[config.mk]
export PLATFORM = sky130hd
export DESIGN_NAME = xio_port
export DESIGN_NICKNAME = d
export VERILOG_FILES = /design/src/hdl/xio_sync.v /design/src/hdl/xio_lane.v /design/src/hdl/xio_port.v
export VERILOG_INCLUDE_DIRS = /design/src /design/src/hdl
export SDC_FILE = /design/constraint.sdc
export NUM_CORES = 1
export LEC_CHECK = 0
export BUFFER_PORTS_ARGS = -buffer_cell sky130_fd_sc_hd__buf_2
export CORE_MARGIN = 4
export CORE_UTILIZATION = 40
export CTS_BUF_LIST = sky130_fd_sc_hd__clkbuf_16
export DETAILED_ROUTE_END_ITERATION = 12
export SLEW_MARGIN = 40
export SYNTH_ARGS = -nofsm -noshare
export SYNTH_HDL_FRONTEND = slang
export SYNTH_HIERARCHICAL = 1
export SYNTH_SLANG_ARGS = --single-unit
export TNS_END_PERCENT = 1
[constraint.sdc]
create_clock -name ref_clk -period 2.2 [get_ports ref_clk]
set_clock_uncertainty 0.05 [all_clocks]
set_input_delay 0.33 -clock ref_clk [delete_from_list [all_inputs] [get_ports ref_clk]]
set_output_delay 0.33 -clock ref_clk [all_outputs]
set_load 0.02 [all_outputs]
[src/hdl/xio_map.vh]
// constants for the expansion module i/o port
// assumes inclusion by bare name from the lane and port design files
`ifndef XIO_MAP_VH
`define XIO_MAP_VH
`define XIO_CLK_PERIOD_NS   25
`define XIO_WAIT_FIX_NS     75
`define XIO_RD_VALID_NS     250
`define XIO_WR_PULSE_NS     300
`define XIO_DMA_TERMINATE_PULSE_NS   500
`define XIO_WAIT_FIX_CYC    (`XIO_WAIT_FIX_NS / `XIO_CLK_PERIOD_NS)
`define XIO_RD_VALID_CYC    (`XIO_RD_VALID_NS / `XIO_CLK_PERIOD_NS)
`define XIO_WR_PULSE_CYC    ((`XIO_WR_PULSE_NS + `XIO_CLK_PERIOD_NS - 1) / `XIO_CLK_PERIOD_NS)
`define XIO_DMA_TERMINATE_CYC        ((`XIO_DMA_TERMINATE_PULSE_NS + `XIO_CLK_PERIOD_NS - 1) / `XIO_CLK_PERIOD_NS)
`define XIO_PORT_INT0_CLR   3'h6
`define XIO_PORT_INT1_CLR   3'h7
`define XIO_PORT_DMA        3'h5
`define XIO_SYNC_STAGES     2
`endif

[src/hdl/xio_sync.v]
// two-flop level synchroniser, one per bit
// assumes inputs asynchronous to ref_clk
`timescale 1ns/10ps
module xio_sync #(
   parameter WIDTH = 1,
   parameter [WIDTH-1:0] INIT = {WIDTH{1'b0}}
) (
   input  wire             ref_clk, // clock
   input  wire             rst,     // sync reset
   input  wire [WIDTH-1:0] async_in,// raw input
   output wire [WIDTH-1:0] sync_out // synchronised
);
   reg [WIDTH-1:0] meta;
   reg [WIDTH-1:0] stable;
   // first stage only feeds second stage
   always @(posedge ref_clk) begin
      if (rst) begin
         meta   <= INIT;
         stable <= INIT;
      end else begin
         meta   <= async_in;
         stable <= meta;
      end
   end
   assign sync_out = stable;
endmodule

[src/hdl/xio_lane.v]
// one 8-bit data lane: read mux source and write capture
// assumes strobes already synchronised and qualified
`timescale 1ns/10ps
`include "xio_map.vh"
module xio_lane #(
   parameter NPORT = 8
) (
   input  wire       ref_clk,  // clock
   input  wire       rst,      // sync reset
   input  wire       lane_sel, // lane enabled
   input  wire [2:0] port,     // port index
   input  wire       wr_pulse, // capture write
   input  wire [7:0] wr_data,  // bus byte in
   input  wire [7:0] rd_in,    // user read byte
   output reg  [7:0] rd_data,  // byte for bus
   output reg  [7:0] wr_out,   // last written byte
   output reg  [2:0] wr_port,  // written port
   output reg        wr_valid  // one-cycle write pulse
);
   always @(posedge ref_clk) begin
      if (rst) begin
         rd_data  <= 8'h00;
         wr_out   <= 8'h00;
         wr_port  <= 3'h0;
         wr_valid <= 1'b0;
      end else begin
         rd_data  <= rd_in;
         wr_valid <= wr_pulse & lane_sel;
         if (wr_pulse & lane_sel) begin
            wr_out  <= wr_data;
            wr_port <= port;
         end
      end
   end
endmodule

[src/hdl/xio_port.v]
// expansion module i/o port, module side
// Summary of operation
// - active-low select qualifies strobes, picks port
// - wait corrected within 75 ns
// - low, high, both selects pick lanes
// - word is both byte lanes together
// - data bus active high, bit0 lsb
// - interrupts are active-high levels
// - interrupt held until clear port accessed
// - read data valid under 250 ns
// - extended read holds wait until data
// - wait from select and address only
// - extended write releases wait after pulse
// - dma request starts dma cycle
// - grant replaces select and address
// - drop request to end dma burst
// - reset gives known state
// - module clock asynchronous to interface
// - terminate output ends dma activity
// assumes host strobes, selects, grant asynchronous to ref_clk;
// user logic supplies read bytes and consumes write pulses;
// host holds write data only briefly after the strobe rises;
// dma transfers always address one fixed internal port
`timescale 1ns/10ps
`include "xio_map.vh"
module xio_port #(
   parameter WIDE      = 1,  // 1: 16-bit module, 0: 8-bit
   parameter SLOW_RD   = 1,  // 1: extended read with wait
   parameter SLOW_WR   = 1,  // 1: extended write with wait
   parameter RD_CYC    = 4,  // internal read latency in cycles
   parameter DMA_PORT  = `XIO_PORT_DMA
) (
   input  wire        ref_clk,            // 40 MHz clock
   input  wire        rst,                // host reset, sync high
   input  wire [2:0]  port_addr,          // port address
   input  wire        low_byte_select_n,  // low lane select
   input  wire        high_byte_select_n, // high lane select
   input  wire        io_read_strobe_n,   // read strobe
   input  wire        io_write_strobe_n,  // write strobe
   input  wire        dma_grant_n,        // dma acknowledge
   input  wire [15:0] module_data_in,     // bus level in
   output wire [15:0] module_data_out,    // bus drive value
   output wire [15:0] module_data_oe,     // bus drive enable
   output wire        wait_request_n,     // wait, low active
   output reg  [1:0]  interrupt_request,  // interrupt levels
   output reg         dma_request,        // dma request
   output reg         dma_terminate,      // dma terminate
   input  wire [15:0] user_rd_data,       // read data from user
   output wire [15:0] user_wr_data,       // captured write data
   output wire [2:0]  user_port,          // port of last low-lane write
   output wire [1:0]  user_wr_valid,      // lane write pulses
   input  wire [1:0]  user_irq_set,       // interrupt events
   input  wire        user_dma_req,       // want dma transfer
   input  wire        user_dma_last,      // current is last
   input  wire        user_dma_abort      // terminate dma
);
   // ------------------------------------------------------------
   // synchronisers
   // ------------------------------------------------------------
   wire [6:0] raw_in = {dma_grant_n, io_write_strobe_n, io_read_strobe_n,
                        high_byte_select_n, low_byte_select_n, 2'b00};
   wire [6:0] s_in;
   wire [2:0] s_addr;
   // ref_clk unrelated to host timing
   // two flops per input cost two clocks of latency
   // sync control inputs
   xio_sync #(.WIDTH(7), .INIT(7'h7C)) u_sync_ctl (
      .ref_clk  (ref_clk),
      .rst      (rst),
      .async_in (raw_in),
      .sync_out (s_in)
   );
   xio_sync #(.WIDTH(3), .INIT(3'h0)) u_sync_adr (
      .ref_clk  (ref_clk),
      .rst      (rst),
      .async_in (port_addr),
      .sync_out (s_addr)
   );
   wire lo_n  = s_in[2];
   wire hi_n  = s_in[3];
   wire rd_n  = s_in[4];
   wire wr_n  = s_in[5];
   wire dak_n = s_in[6];

   // ------------------------------------------------------------
   // timing constants
   // ------------------------------------------------------------
   // integer form keeps compares and loads explicit about width
   localparam integer WR_CYC   = `XIO_WR_PULSE_CYC;
   localparam integer DMA_TERMINATE_CYC = `XIO_DMA_TERMINATE_CYC;

   // ------------------------------------------------------------
   // qualification
   // ------------------------------------------------------------
   // grant overrides select and address
   wire       in_dma   = ~dak_n;
   wire       lane_lo  = in_dma | ~lo_n;
   // an 8-bit build never enables the high lane
   wire       lane_hi  = (WIDE != 0) & (in_dma ? 1'b1 : ~hi_n);
   wire       selected = lane_lo | lane_hi;
   wire [2:0] port     = in_dma ? DMA_PORT : s_addr;
   wire       rd_act   = selected & ~rd_n;
   wire       wr_act   = selected & ~wr_n;

   reg rd_q;
   reg wr_q;
   reg [7:0] cnt;
   reg wait_busy;
   reg done;
   wire rd_rise = rd_act & ~rd_q;
   wire wr_rise = wr_act & ~wr_q;
   wire wr_fall = ~wr_act & wr_q;

   // ------------------------------------------------------------
   // wait and data timing
   // ------------------------------------------------------------
   // wait only from select and address; strobes only end it
   // select drop clears wait in two clocks, under 75 ns
   // read wait held until data valid
   // write wait held for pulse time
   // done keeps wait off until select drops, so a long strobe never re-arms it
   wire need_wait = (rd_act ? (SLOW_RD != 0) : (SLOW_WR != 0));
   assign wait_request_n = ~(selected & ~done & wait_busy);

   always @(posedge ref_clk) begin
      if (rst) begin
         rd_q      <= 1'b0;
         wr_q      <= 1'b0;
         cnt       <= 8'h00;
         wait_busy <= 1'b0;
         done      <= 1'b0;
      end else begin
         rd_q <= rd_act;
         wr_q <= wr_act;
         if (!selected) begin
            wait_busy <= 1'b0;
            done      <= 1'b0;
            cnt       <= 8'h00;
         end else if (!done) begin
            wait_busy <= 1'b1;
            if (rd_act | wr_act) begin
               cnt <= cnt + 8'h01;
               if ((rd_act && cnt >= RD_CYC[7:0]) ||
                   (wr_act && cnt >= WR_CYC[7:0]) || !need_wait) begin
                  done <= 1'b1;
               end
            end
         end
      end
   end

   // ------------------------------------------------------------
   // write data capture
   // ------------------------------------------------------------
   // bus data runs through the same two stages as the strobe, so
   // the copy kept is the last one taken while the strobe read low;
   // sampling the live bus at the synchronised edge would be too late
   reg [15:0] din_meta;
   reg [15:0] din_stable;
   reg [15:0] din_hold;
   always @(posedge ref_clk) begin
      if (rst) begin
         din_meta   <= 16'h0000;
         din_stable <= 16'h0000;
         din_hold   <= 16'h0000;
      end else begin
         din_meta   <= module_data_in;
         din_stable <= din_meta;
         if (wr_act) begin
            din_hold <= din_stable;
         end
      end
   end

   // ------------------------------------------------------------
   // data lanes
   // ------------------------------------------------------------
   wire [7:0] rd_lo;
   wire [7:0] rd_hi;
   // write bytes come from the held copy, not the live bus
   wire wr_pulse = wr_fall;
   // word moves on both lanes at once
   xio_lane u_lane_lo (
      .ref_clk  (ref_clk),
      .rst      (rst),
      .lane_sel (lane_lo),
      .port     (port),
      .wr_pulse (wr_pulse),
      .wr_data  (din_hold[7:0]),
      .rd_in    (user_rd_data[7:0]),
      .rd_data  (rd_lo),
      .wr_out   (user_wr_data[7:0]),
      .wr_port  (user_port),
      .wr_valid (user_wr_valid[0])
   );
   xio_lane u_lane_hi (
      .ref_clk  (ref_clk),
      .rst      (rst),
      .lane_sel (lane_hi),
      .port     (port),
      .wr_pulse (wr_pulse),
      .wr_data  (din_hold[15:8]),
      .rd_in    (user_rd_data[15:8]),
      .rd_data  (rd_hi),
      .wr_out   (user_wr_data[15:8]),
      .wr_port  (),
      .wr_valid (user_wr_valid[1])
   );
   // data latched each clock, valid within sync delay
   // drive only during qualified read
   // bus released three clocks after the strobe rises
   reg oe_lo;
   reg oe_hi;
   always @(posedge ref_clk) begin
      if (rst) begin
         oe_lo <= 1'b0;
         oe_hi <= 1'b0;
      end else begin
         oe_lo <= rd_act & lane_lo;
         oe_hi <= rd_act & lane_hi;
      end
   end
   assign module_data_out = {rd_hi, rd_lo};
   assign module_data_oe  = {{8{oe_hi}}, {8{oe_lo}}};

   // ------------------------------------------------------------
   // interrupts
   // ------------------------------------------------------------
   // active-high levels
   // clear on access to clear port; set wins
   // port match, shared by both clear bits
   function hits_port;
      input [2:0] p;
      input [2:0] want;
      begin
         hits_port = (p == want);
      end
   endfunction
   wire acc = rd_rise | wr_rise;
   wire [1:0] clr = {acc & ~in_dma & hits_port(port, `XIO_PORT_INT1_CLR),
                     acc & ~in_dma & hits_port(port, `XIO_PORT_INT0_CLR)};
   always @(posedge ref_clk) begin
      if (rst) begin
         interrupt_request <= 2'b00;
      end else begin
         interrupt_request <= user_irq_set | (interrupt_request & ~clr);
      end
   end

   // ------------------------------------------------------------
   // dma
   // ------------------------------------------------------------
   reg [4:0] tcnt;
   reg       last_seen;
   always @(posedge ref_clk) begin
      if (rst) begin
         dma_request   <= 1'b0;
         dma_terminate <= 1'b0;
         tcnt          <= 5'h00;
         last_seen     <= 1'b0;
      end else begin
         // drop request during final transfer
         // grant always addresses the dma port, on both lanes only in a 16-bit build
         if (in_dma & (rd_rise | wr_rise)) begin
            if (user_dma_last) begin
               last_seen   <= 1'b1;
               dma_request <= 1'b0;
            end
         end else if (~in_dma) begin
            // an ended burst stays down until the user withdraws its request
            if (!user_dma_req) begin
               last_seen <= 1'b0;
            end
            dma_request <= user_dma_req & ~last_seen;
         end
         // terminate pulse at least 500 ns
         // a fresh abort restarts the count
         if (user_dma_abort) begin
            dma_terminate <= 1'b1;
            tcnt          <= DMA_TERMINATE_CYC[4:0];
         end else if (tcnt != 5'h00) begin
            tcnt <= tcnt - 5'h01;
         end else begin
            dma_terminate <= 1'b0;
         end
      end
   end
endmodule

==> results of run 1 <==
-- final timing paths --
kind / startpoint / end / cells after the start
worst max-delay path: u_sync_ctl/sync_out[6]$_SDFF_PP1_ / wait_request_n / 4
worst min-delay path: io_read_strobe_n / u_sync_ctl/meta[4]$_SDFF_PP1_ / 2
worst max register to register: tcnt[0]$_SDFFE_PP0P_ / tcnt[1]$_SDFFE_PP0P_ / 4
worst min register to register: u_sync_ctl/meta[4]$_SDFF_PP1_ / u_sync_ctl/sync_out[4]$_SDFF_PP1_ / 1
-- through the flow --
step           util (%)  power [mW]  std cells
2_1_floorplan         -        2.63        443
3_3_place_gp       45.4        2.71        650
3_5_place_dp       45.4        2.71        650
4_1_cts            51.2        5.71        682
5_1_grt            51.2        5.85        682
6_report           51.2        5.63        682
-- registers in the layout, indices dropped and copies added, names as in the netlist, 2 cells and up --
signal,cells
u_lane_hi/wr_out,8
u_lane_lo/wr_port,3
din_stable,16
interrupt_request,2
u_lane_lo/rd_data,8
din_hold,16
u_sync_adr/meta,3
tcnt,5
u_lane_lo/wr_out,8
din_meta,16
u_sync_ctl/meta,5
u_sync_adr/sync_out,3
cnt,8
u_sync_ctl/sync_out,5
u_lane_hi/rd_data,8
-- per-layer routing --
layer / vias up / part of all wire (%)
met5: - / 0
met4: 0 / 1.6
met3: 11 / 6.3
met2: 90 / 45
met1: 1449 / 47
li1: 1647 / -
-- worst register-to-register path, delay by kind of cell, from the launching register on --
family	cells	cell delay, ps
DFF	1	330
buffers and inverters	1	60
AOI/OAI and AO/OA	1	400
and+or+nand+nor	1	580
adders and majority gates	1	200
-- power by group --
| group | total, mW | leakage [nW] | internal [mW] | switching, mW |
|---|---|---|---|---|
| clock network | 2.96 | 0.305 | 1.92 | 1.05 |
| registers | 2.37 | 1.02 | 2.34 | 0.0314 |
| logic | 0.290 | 1.01 | 0.123 | 0.167 |
-- cell type report --
type / instances / area share, %
sequential: 125 / 44.9
multi-input combinational: 265 / 29.5
timing repair buffer: 111 / 10.5
clock buffer: 17 / 7.63
clock inverter: 15 / 3.77
tap: 140 / 3.14
inverter: 9 / 0.606
-- cells in the final DEF, fill, tap and decap left out, drive strengths merged, types with 2 or more instances in the layout --
cell type / n
buf: 111
o21ai: 5
nand3b: 2
or4: 3
clkinvlp: 3
nand2: 42
ha: 3
clkbuf: 17
a31o: 3
a21oi: 49
nor4: 3
mux2i: 2
dfxtp: 125
bufinv: 4
nor3: 2
inv: 16
nand2b: 4
nor2: 11
nand3: 26
and2: 4
a211oi: 2
a31oi: 4
a21bo: 20
or2: 10
o31ai: 3
nor2b: 54
==> qor.yml, run 1 <==
run_status:
  status: "complete, no violations"
finish:
  drive_gt1_share_pct: 31.2
  syn_to_final_growth_pct: 24.3
  fillers: 1008
  multiInputGateArea_um2: 1640
  regArea_um2: 2500
  stdcell_area_um2: 5580
  antenna_cells: 0
  layout.nets: 579
timing:
  fin_crit_ps: 1910
  hold_violations: 0
  relSlewSlack_pct: 56.5
  holdWs_ps: 53.6
  tightest_slew_ps: 652
  max_freq_mhz: 525
  rsz0062_at_grt: "false"
  setup_tns_ps: 0
  fin_ws_ps: 295
  maxSlewViolCount: 0
  finalCritPeriodShare_pct: 86.6
  setup_violations: 0
detailed_routing:
  initialDrtViolationCount: 130
  drc: 0
  ant_nets: 0
  wl_per_cell_um: 12.6
  drt_pass1_iterations: 4
  num_vias: 3197
  viasPerCell: 4.69
  wl_um: 8590
die:
  dieArea_um2: 13000
  io_pins: 105
  rows: 38
  core-area_um2: 10900
  die_x_um: 114
  start_util_pct: 41.2
  die_h_um: 114
clocking:
  clock-root-buffer: "clkbuf_16"
  htreeDepth: 4
  post_cts_buffers: 0
  holdBufCountCts: 0
  cts_buffers: 17
  cts_resized: 0
  cts_tree: "built"
  clock_path_buffers: 2
  clock-sinks: 125
  clkSlewWorstSetupHoldPaths_ps: 60
  clk_latency_ps: 400
grt:
  met2_usage_pct: 22.1
  grt_pass1_vias: 3205
  use_met1_pct: 17.2
  top_usage_layer: "met2"
  grt_max_degree: 59
  grt_pass1_wl_um: 14500
  grtUsageMet3_pct: 4.88
  antenna_found_initial: 0
  grt-ovfl-total: 0
  grt_use_total_pct: 14.0
flow_run:
  drv_cap: 0
setup_path:
  end_kind: "primary output"
  cpMaxStageDelayCell: "dfxtp_1"
  cp_slowest_stage_delay_ps: 380
  cp-start-kind: "flip-flop"
  crit_fanout: 9
  criticalPathCategory: "reg2out"
  crit_arrival_ps: 1530
  path_cells: "buf_4 > a31oi_1 > nand2_1 > buf_2"
  path_delay_family: "flip-flops"
  path_buf_inv: 2
  rrSetupSlack_ps: 480
  required_ps: 1820
power:
  ir_worst_vdd_uv: 505
  leakage_nw: 2.34
  power_density_nw_per_um2: 1010
yosys:
  syn_area_um2: 4490
  synth_fp_nets: 493
  syn_avg_cell_area_um2: 10.1
  synthCells: 443
  yosysWarnings: 6
min_path:
  hold_class: "in2reg"
placed_design:
  pre_cts_ws_ps: 496
  dp_hpwl_um: 5600
  gp_congestion: 0.719
  io_buffer_count: 104
  dpl_cell_area_um2: 4940
Note: power is estimated with default switching activity, not from simulation.
==> inputs of run 2 (changes only) <==
--- a/config.mk
+++ b/config.mk
@@ -11,9 +11,10 @@
 export CORE_UTILIZATION = 40
 export CTS_BUF_LIST = sky130_fd_sc_hd__clkbuf_16
 export DETAILED_ROUTE_END_ITERATION = 12
+export MAX_ROUTING_LAYER = met4
+export RECOVER_POWER = 25
 export SLEW_MARGIN = 40
 export SYNTH_ARGS = -nofsm -noshare
 export SYNTH_HDL_FRONTEND = slang
-export SYNTH_HIERARCHICAL = 1
 export SYNTH_SLANG_ARGS = --single-unit
 export TNS_END_PERCENT = 1
==> run 2 against run 1 <==
  * Routed wire length is 7.3% lower
  * Non-clock buffer count is 1 lower
  * Cell count is 3.4% lower
  * First-iteration DRC count is 5.4% lower
  * Clock power is 5% lower
  * Total power is 3.2% lower
  * Via count is 7.9% lower
  * Final area is 5.6% lower
  * Critical path type unchanged
==> qor.yml, run 2 <==
detailed_routing:
  viasPerCell: 4.47
  num_vias: 2944
  ant_nets: 0
  wl_um: 7960
  drt_pass1_iterations: 4
  drc: 0
  wl_per_cell_um: 12.1
  initialDrtViolationCount: 123
setup_path:
  crit_arrival_ps: 1560
  end_kind: "primary output"
  required_ps: 1820
  criticalPathCategory: "reg2out"
  crit_fanout: 13
  cp-start-kind: "flip-flop"
flow_run:
  drv_cap: 0
timing:
  tightest_slew_ps: 1460
  hold_violations: 0
  holdWs_ps: 60.4
  maxSlewViolCount: 0
  fin_ws_ps: 263
  finalCritPeriodShare_pct: 88.0
  setup_tns_ps: 0
  fin_crit_ps: 1940
  max_freq_mhz: 516
  relSlewSlack_pct: 2.85
  rsz0062_at_grt: "false"
  setup_violations: 0
placed_design:
  io_buffer_count: 104
  gp_congestion: 0.810
  pre_cts_ws_ps: 394
  dp_hpwl_um: 5480
clocking:
  holdBufCountCts: 0
  htreeDepth: 4
  cts_buffers: 17
  cts_resized: 0
  clock_path_buffers: 2
  clock-sinks: 125
  post_cts_buffers: 0
  cts_tree: "built"
  clock-root-buffer: "clkbuf_16"
  clk_latency_ps: 400
  clkSlewWorstSetupHoldPaths_ps: 50
finish:
  mostFrequentLayoutCell: "dfxtp_1"
  reg_top3: "din_hold: 16 flops, din_meta: 16 flops, din_stable: 16 flops"
  antenna_cells: 0
  fillers: 927
  final_cell_mix: "125 x dfxtp_1, 103 x buf_2, 58 x nand2_1"
  drive_gt1_share_pct: 28.7
  layout.nets: 563
  syn_to_final_growth_pct: 26.4
grt:
  grt_pass1_wl_um: 13000
  grt_use_total_pct: 14.4
  grt_pass1_vias: 2856
  antenna_found_initial: 0
  grt_max_degree: 43
  grt-ovfl-total: 0
die:
  io_pins: 105
  die_x_um: 110
  dieArea_um2: 12100
  core-area_um2: 9950
  die_h_um: 110
  start_util_pct: 41.9
  rows: 36
yosys:
  syn_avg_cell_area_um2: 9.81
  syn_area_um2: 4170
  yosysMostFrequentCell: "dfxtp_1"
  synth.area.top_cells: "dfxtp_1 60%, nor2b_1 8.3%, nand2_1 5.2%"
  synth_edf_count: 0
  synth.distinct_cells: 35
  yosys.area.top_type: "dfxtp_1"
  async_reset_ff_share_pct: 0
  synth_fp_nets: 475
  ys.flop_type: "dfxtp_1"
  yosysWarnings: 0
  synthCells: 425
  seq_area_frac_synth_pct: 60.0
  synth_common_cells: "125 x dfxtp_1, 58 x nand2_1, 55 x nor2b_1"
  synth_top_area_share_pct: 60.0
  synth_seq_cells: 125
power:
  leakage_nw: 2.24
  sw_frac_of_total_pct: 20.6
  power_frac_comb_pct: 4.8
  finalPower_mw: 5.45
  intPower_mw: 4.32
  seqPwrFrac_pct: 43.6
  p_clk_share_pct: 51.6
  p_sw_mw: 1.12
  ir_worst_vdd_uv: 589
  power_density_nw_per_um2: 1030
run_status:
  status: "complete, no violations"
min_path:
  hold_class: "in2reg"
-- run 2: layer usage --
layer / routed length [um] / global-route usage [%] / vias to the layer above / part of all wire, %
met5: 0 / - / - / 0
met4: 89 / 5.61 / 0 / 1.1
met3: 527 / 5.36 / 7 / 6.6
met2: 3670 / 21.7 / 82 / 46
met1: 3680 / 17.5 / 1331 / 46
li1: - / - / 1524 / -
-- run 2: through the flow --
step                      util [%]  instance area, um^2  instances
after floorplan                  -                 4170        425
after global placement        46.9                 4670        627
after detailed placement      46.9                 4670        627
after CTS                     53.0                 5270        659
after global routing          52.9                 5270        659
final                         52.9                 5270        659
-- run 2: worst paths after layout --
check,from,to,slack (ps),depth (start not counted)
worst min register to register,u_sync_ctl.meta[4]$_SDFF_PP1_,u_sync_ctl.sync_out[4]$_SDFF_PP1_,350,1
worst max-delay path,u_sync_ctl.sync_out[6]$_SDFF_PP1_,wait_request_n,260,3
worst max register to register,tcnt[0]$_SDFFE_PP0P_,tcnt[1]$_SDFFE_PP0P_,380,5
worst min-delay path,io_write_strobe_n,u_sync_ctl.meta[5]$_SDFF_PP1_,60,2
-- run 2: cell families (layout without fill, tap and decap cells) --
logic type	count (synthesis)	after routing	share of synthesized area (%)
DFF	125	125	60.0
and+or+nand+nor	177	177	21.5
adders and majority gates	4	4	1.14
AOI/OAI and AO/OA	49	49	6.81
buffers and inverters	53	154	6.72
muxes	8	8	1.92
xor gates and xnor gates	9	9	1.89
-- run 2: critical path, cell delays in order (launching register included) --
cell     delay (ps)
dfxtp_1         560
nand3_1         270
nand3_1         160
buf_2           170
-- run 2: area by class of cell --
type	count	area [um^2]	share of cell area (%)
repair buffers	110	564	10.7
inverters	12	45.0	0.855
clock buffers	17	425	8.08
flip-flops and latches	125	2500	47.5
multi-input cells	247	1390	26.3
clock inverters	15	179	3.40
well taps	133	166	3.16
-- run 2: power by group through the flow --
stage          Clock [mW]  Combinational (mW)  Sequential [mW]
6_report             2.81               0.262             2.37
5_1_grt              2.99               0.294             2.38
4_1_cts              2.88               0.266             2.37
3_5_place_dp            0               0.264             2.42
3_3_place_gp            0               0.256             2.42
2_1_floorplan           0               0.162             2.44
==> inputs of run 3 (changes only) <==
--- a/config.mk
+++ b/config.mk
@@ -8,7 +8,7 @@
 export LEC_CHECK = 0
 export BUFFER_PORTS_ARGS = -buffer_cell sky130_fd_sc_hd__buf_2
 export CORE_MARGIN = 4
-export CORE_UTILIZATION = 40
+export CORE_UTILIZATION = 39
 export CTS_BUF_LIST = sky130_fd_sc_hd__clkbuf_16
 export DETAILED_ROUTE_END_ITERATION = 12
 export MAX_ROUTING_LAYER = met4
==> run 3 against run 2 <==
  * Flip-flop and latch count stayed put
  * Combinational power about the same
  * Worst hold slack improved by 0.98 ps
  * Clock-buffer cell count unchanged
  * Sequential power hardly changed
  * Final area fell by 1.4%
  * First-iteration DRC count down 20%
  * Die area grew 2.4%
  * Global-route usage fell by 0.49 points
  * Critical path depth did not move
==> qor.yml, run 3 (synthesized netlist as in run 2, its figures left out) <==
run_status:
  status: "complete, no violations"
grt:
  grt_max_degree: 48
  grt_use_total_pct: 13.9
  grt-ovfl-total: 0
  grt_pass1_wl_um: 13400
  antenna_found_initial: 0
  grt_pass1_vias: 2835
finish:
  stdcell_area_um2: 5190
  fillers: 995
  antenna_cells: 0
  drive_gt1_share_pct: 27.4
  mostFrequentLayoutCell: "dfxtp_1"
  instances_no_fill: 661
  reg_top3: "din_hold: 16 flops, din_meta: 16 flops, din_stable: 16 flops"
  syn_to_final_growth_pct: 24.6
  layout.nets: 562
  final_cell_mix: "125 x dfxtp_1, 103 x buf_2, 58 x nand2_1"
clocking:
  htreeDepth: 4
  clkSlewWorstSetupHoldPaths_ps: 50
  cts_resized: 0
  clock_path_buffers: 2
  clk_latency_ps: 400
  clock-sinks: 125
  post_cts_buffers: 0
  cts_buffers: 17
  holdBufCountCts: 0
  cts_tree: "built"
  clock-root-buffer: "clkbuf_16"
timing:
  relSlewSlack_pct: 39.0
  maxSlewViolCount: 0
  finalCritPeriodShare_pct: 88.7
  max_freq_mhz: 513
  setup_tns_ps: 0
  fin_crit_ps: 1950
  setup_violations: 0
  hold_violations: 0
  tightest_slew_ps: 915
  rsz0062_at_grt: "false"
  fin_ws_ps: 249
placed_design:
  dp.cells: 629
  dp_hpwl_um: 5560
  io_buffer_count: 104
  pre_cts_ws_ps: 395
  gp_congestion: 0.767
  dpl_cell_area_um2: 4660
setup_path:
  crit_fanout: 13
  timing.rr.start: "tcnt[0]$_SDFFE_PP0P_"
  r2r_cells: 5
  end_kind: "primary output"
  crit_arrival_ps: 1570
  cp-start-kind: "flip-flop"
  required_ps: 1820
  r2r_end: "tcnt[1]$_SDFFE_PP0P_"
  criticalPathCategory: "reg2out"
  rrSetupSlack_ps: 350
detailed_routing:
  ant_nets: 0
  drt_pass1_iterations: 4
  wl_per_cell_um: 12.1
  drc: 0
  num_vias: 2911
  wl_um: 8010
  viasPerCell: 4.40
  initialDrtViolationCount: 99
power:
  power_density_nw_per_um2: 988
  finalPower_mw: 5.14
  ir_worst_vdd_uv: 503
  leakage_nw: 2.21
die:
  dieArea_um2: 12400
  die_x_um: 111
  rows: 37
  core-area_um2: 10400
  die_h_um: 111
  start_util_pct: 40.2
  io_pins: 105
flow_run:
  drv_cap: 0
min_path:
  hold_class: "in2reg"
  hp-start: "low_byte_select_n"
  min_to: "u_sync_ctl.meta[2]$_SDFF_PP1_"
  whs_path_depth: 2
==> run 3: cell types whose count changed in the layout (fill, tap and decap cells not counted) <==
cell / change
buf_4: -3
clkbuf_1: +1
clkinv_2: -1
bufinv_16: -2
clkinv_4: -1
clkbuf_2: +1
clkinvlp_4: -1
inv_1: +4
clkinv_1: +1
==> run 3: layout make-up <==
cell class | count | area [um^2] | share of cell area, %
flip-flops and latches | 125 | 2500 | 48.2
clock inverters | 15 | 116 | 2.24
inverters | 12 | 45.0 | 0.867
multi-input cells | 247 | 1390 | 26.7
clock buffers | 17 | 425 | 8.19
well taps | 136 | 170 | 3.28
repair buffers | 109 | 551 | 10.6
==> run 3: worst max-delay path: stages (launching register included) <==
cell     delay (ps)
dfxtp_1         600
nand3_1         250
nand3_1         160
buf_2           170
==> run 3: power by group <==
group,internal [mW],total (mW),switching [mW],leakage [nW]
clock,1.62,2.50,0.878,0.283
combinational,0.113,0.262,0.149,0.907
sequential,2.34,2.38,0.0337,1.02
==> run 3: per-layer routing <==
metal	routed length [um]	global-route usage, %	up-vias
li1	-	-	1520
met1	3940	18.3	1276
met2	3370	18.9	108
met3	600	5.71	7
met4	104	5.52	0
met5	0	-	-
==> run 3: per-stage QoR <==
step | hold WS (ps) | utilization, %
final | 61.4 | 50.1
after global routing | 50.3 | 50.1
after CTS | 42.0 | 50.2
after detailed placement | 350 | 45.0
after global placement | 347 | 45.0
after floorplan | 339 | -
==> run 3: how the worst max path moves through the flow <==
stage	slack, ps	depth (start not counted)	start	end
floorplan	520	6	tcnt[0]$_SDFFE_PP0P_	tcnt[1]$_SDFFE_PP0P_
global placement	480	4	u_sync_ctl.sync_out[6]$_SDFF_PP1_	din_hold[11]$_SDFFE_PP0P_
detailed placement	390	5	tcnt[0]$_SDFFE_PP0P_	tcnt[1]$_SDFFE_PP0P_
CTS	210	3	u_sync_ctl.sync_out[6]$_SDFF_PP1_	wait_request_n
global route	130	3	u_sync_ctl.sync_out[6]$_SDFF_PP1_	wait_request_n
finish	250	3	u_sync_ctl.sync_out[6]$_SDFF_PP1_	wait_request_n
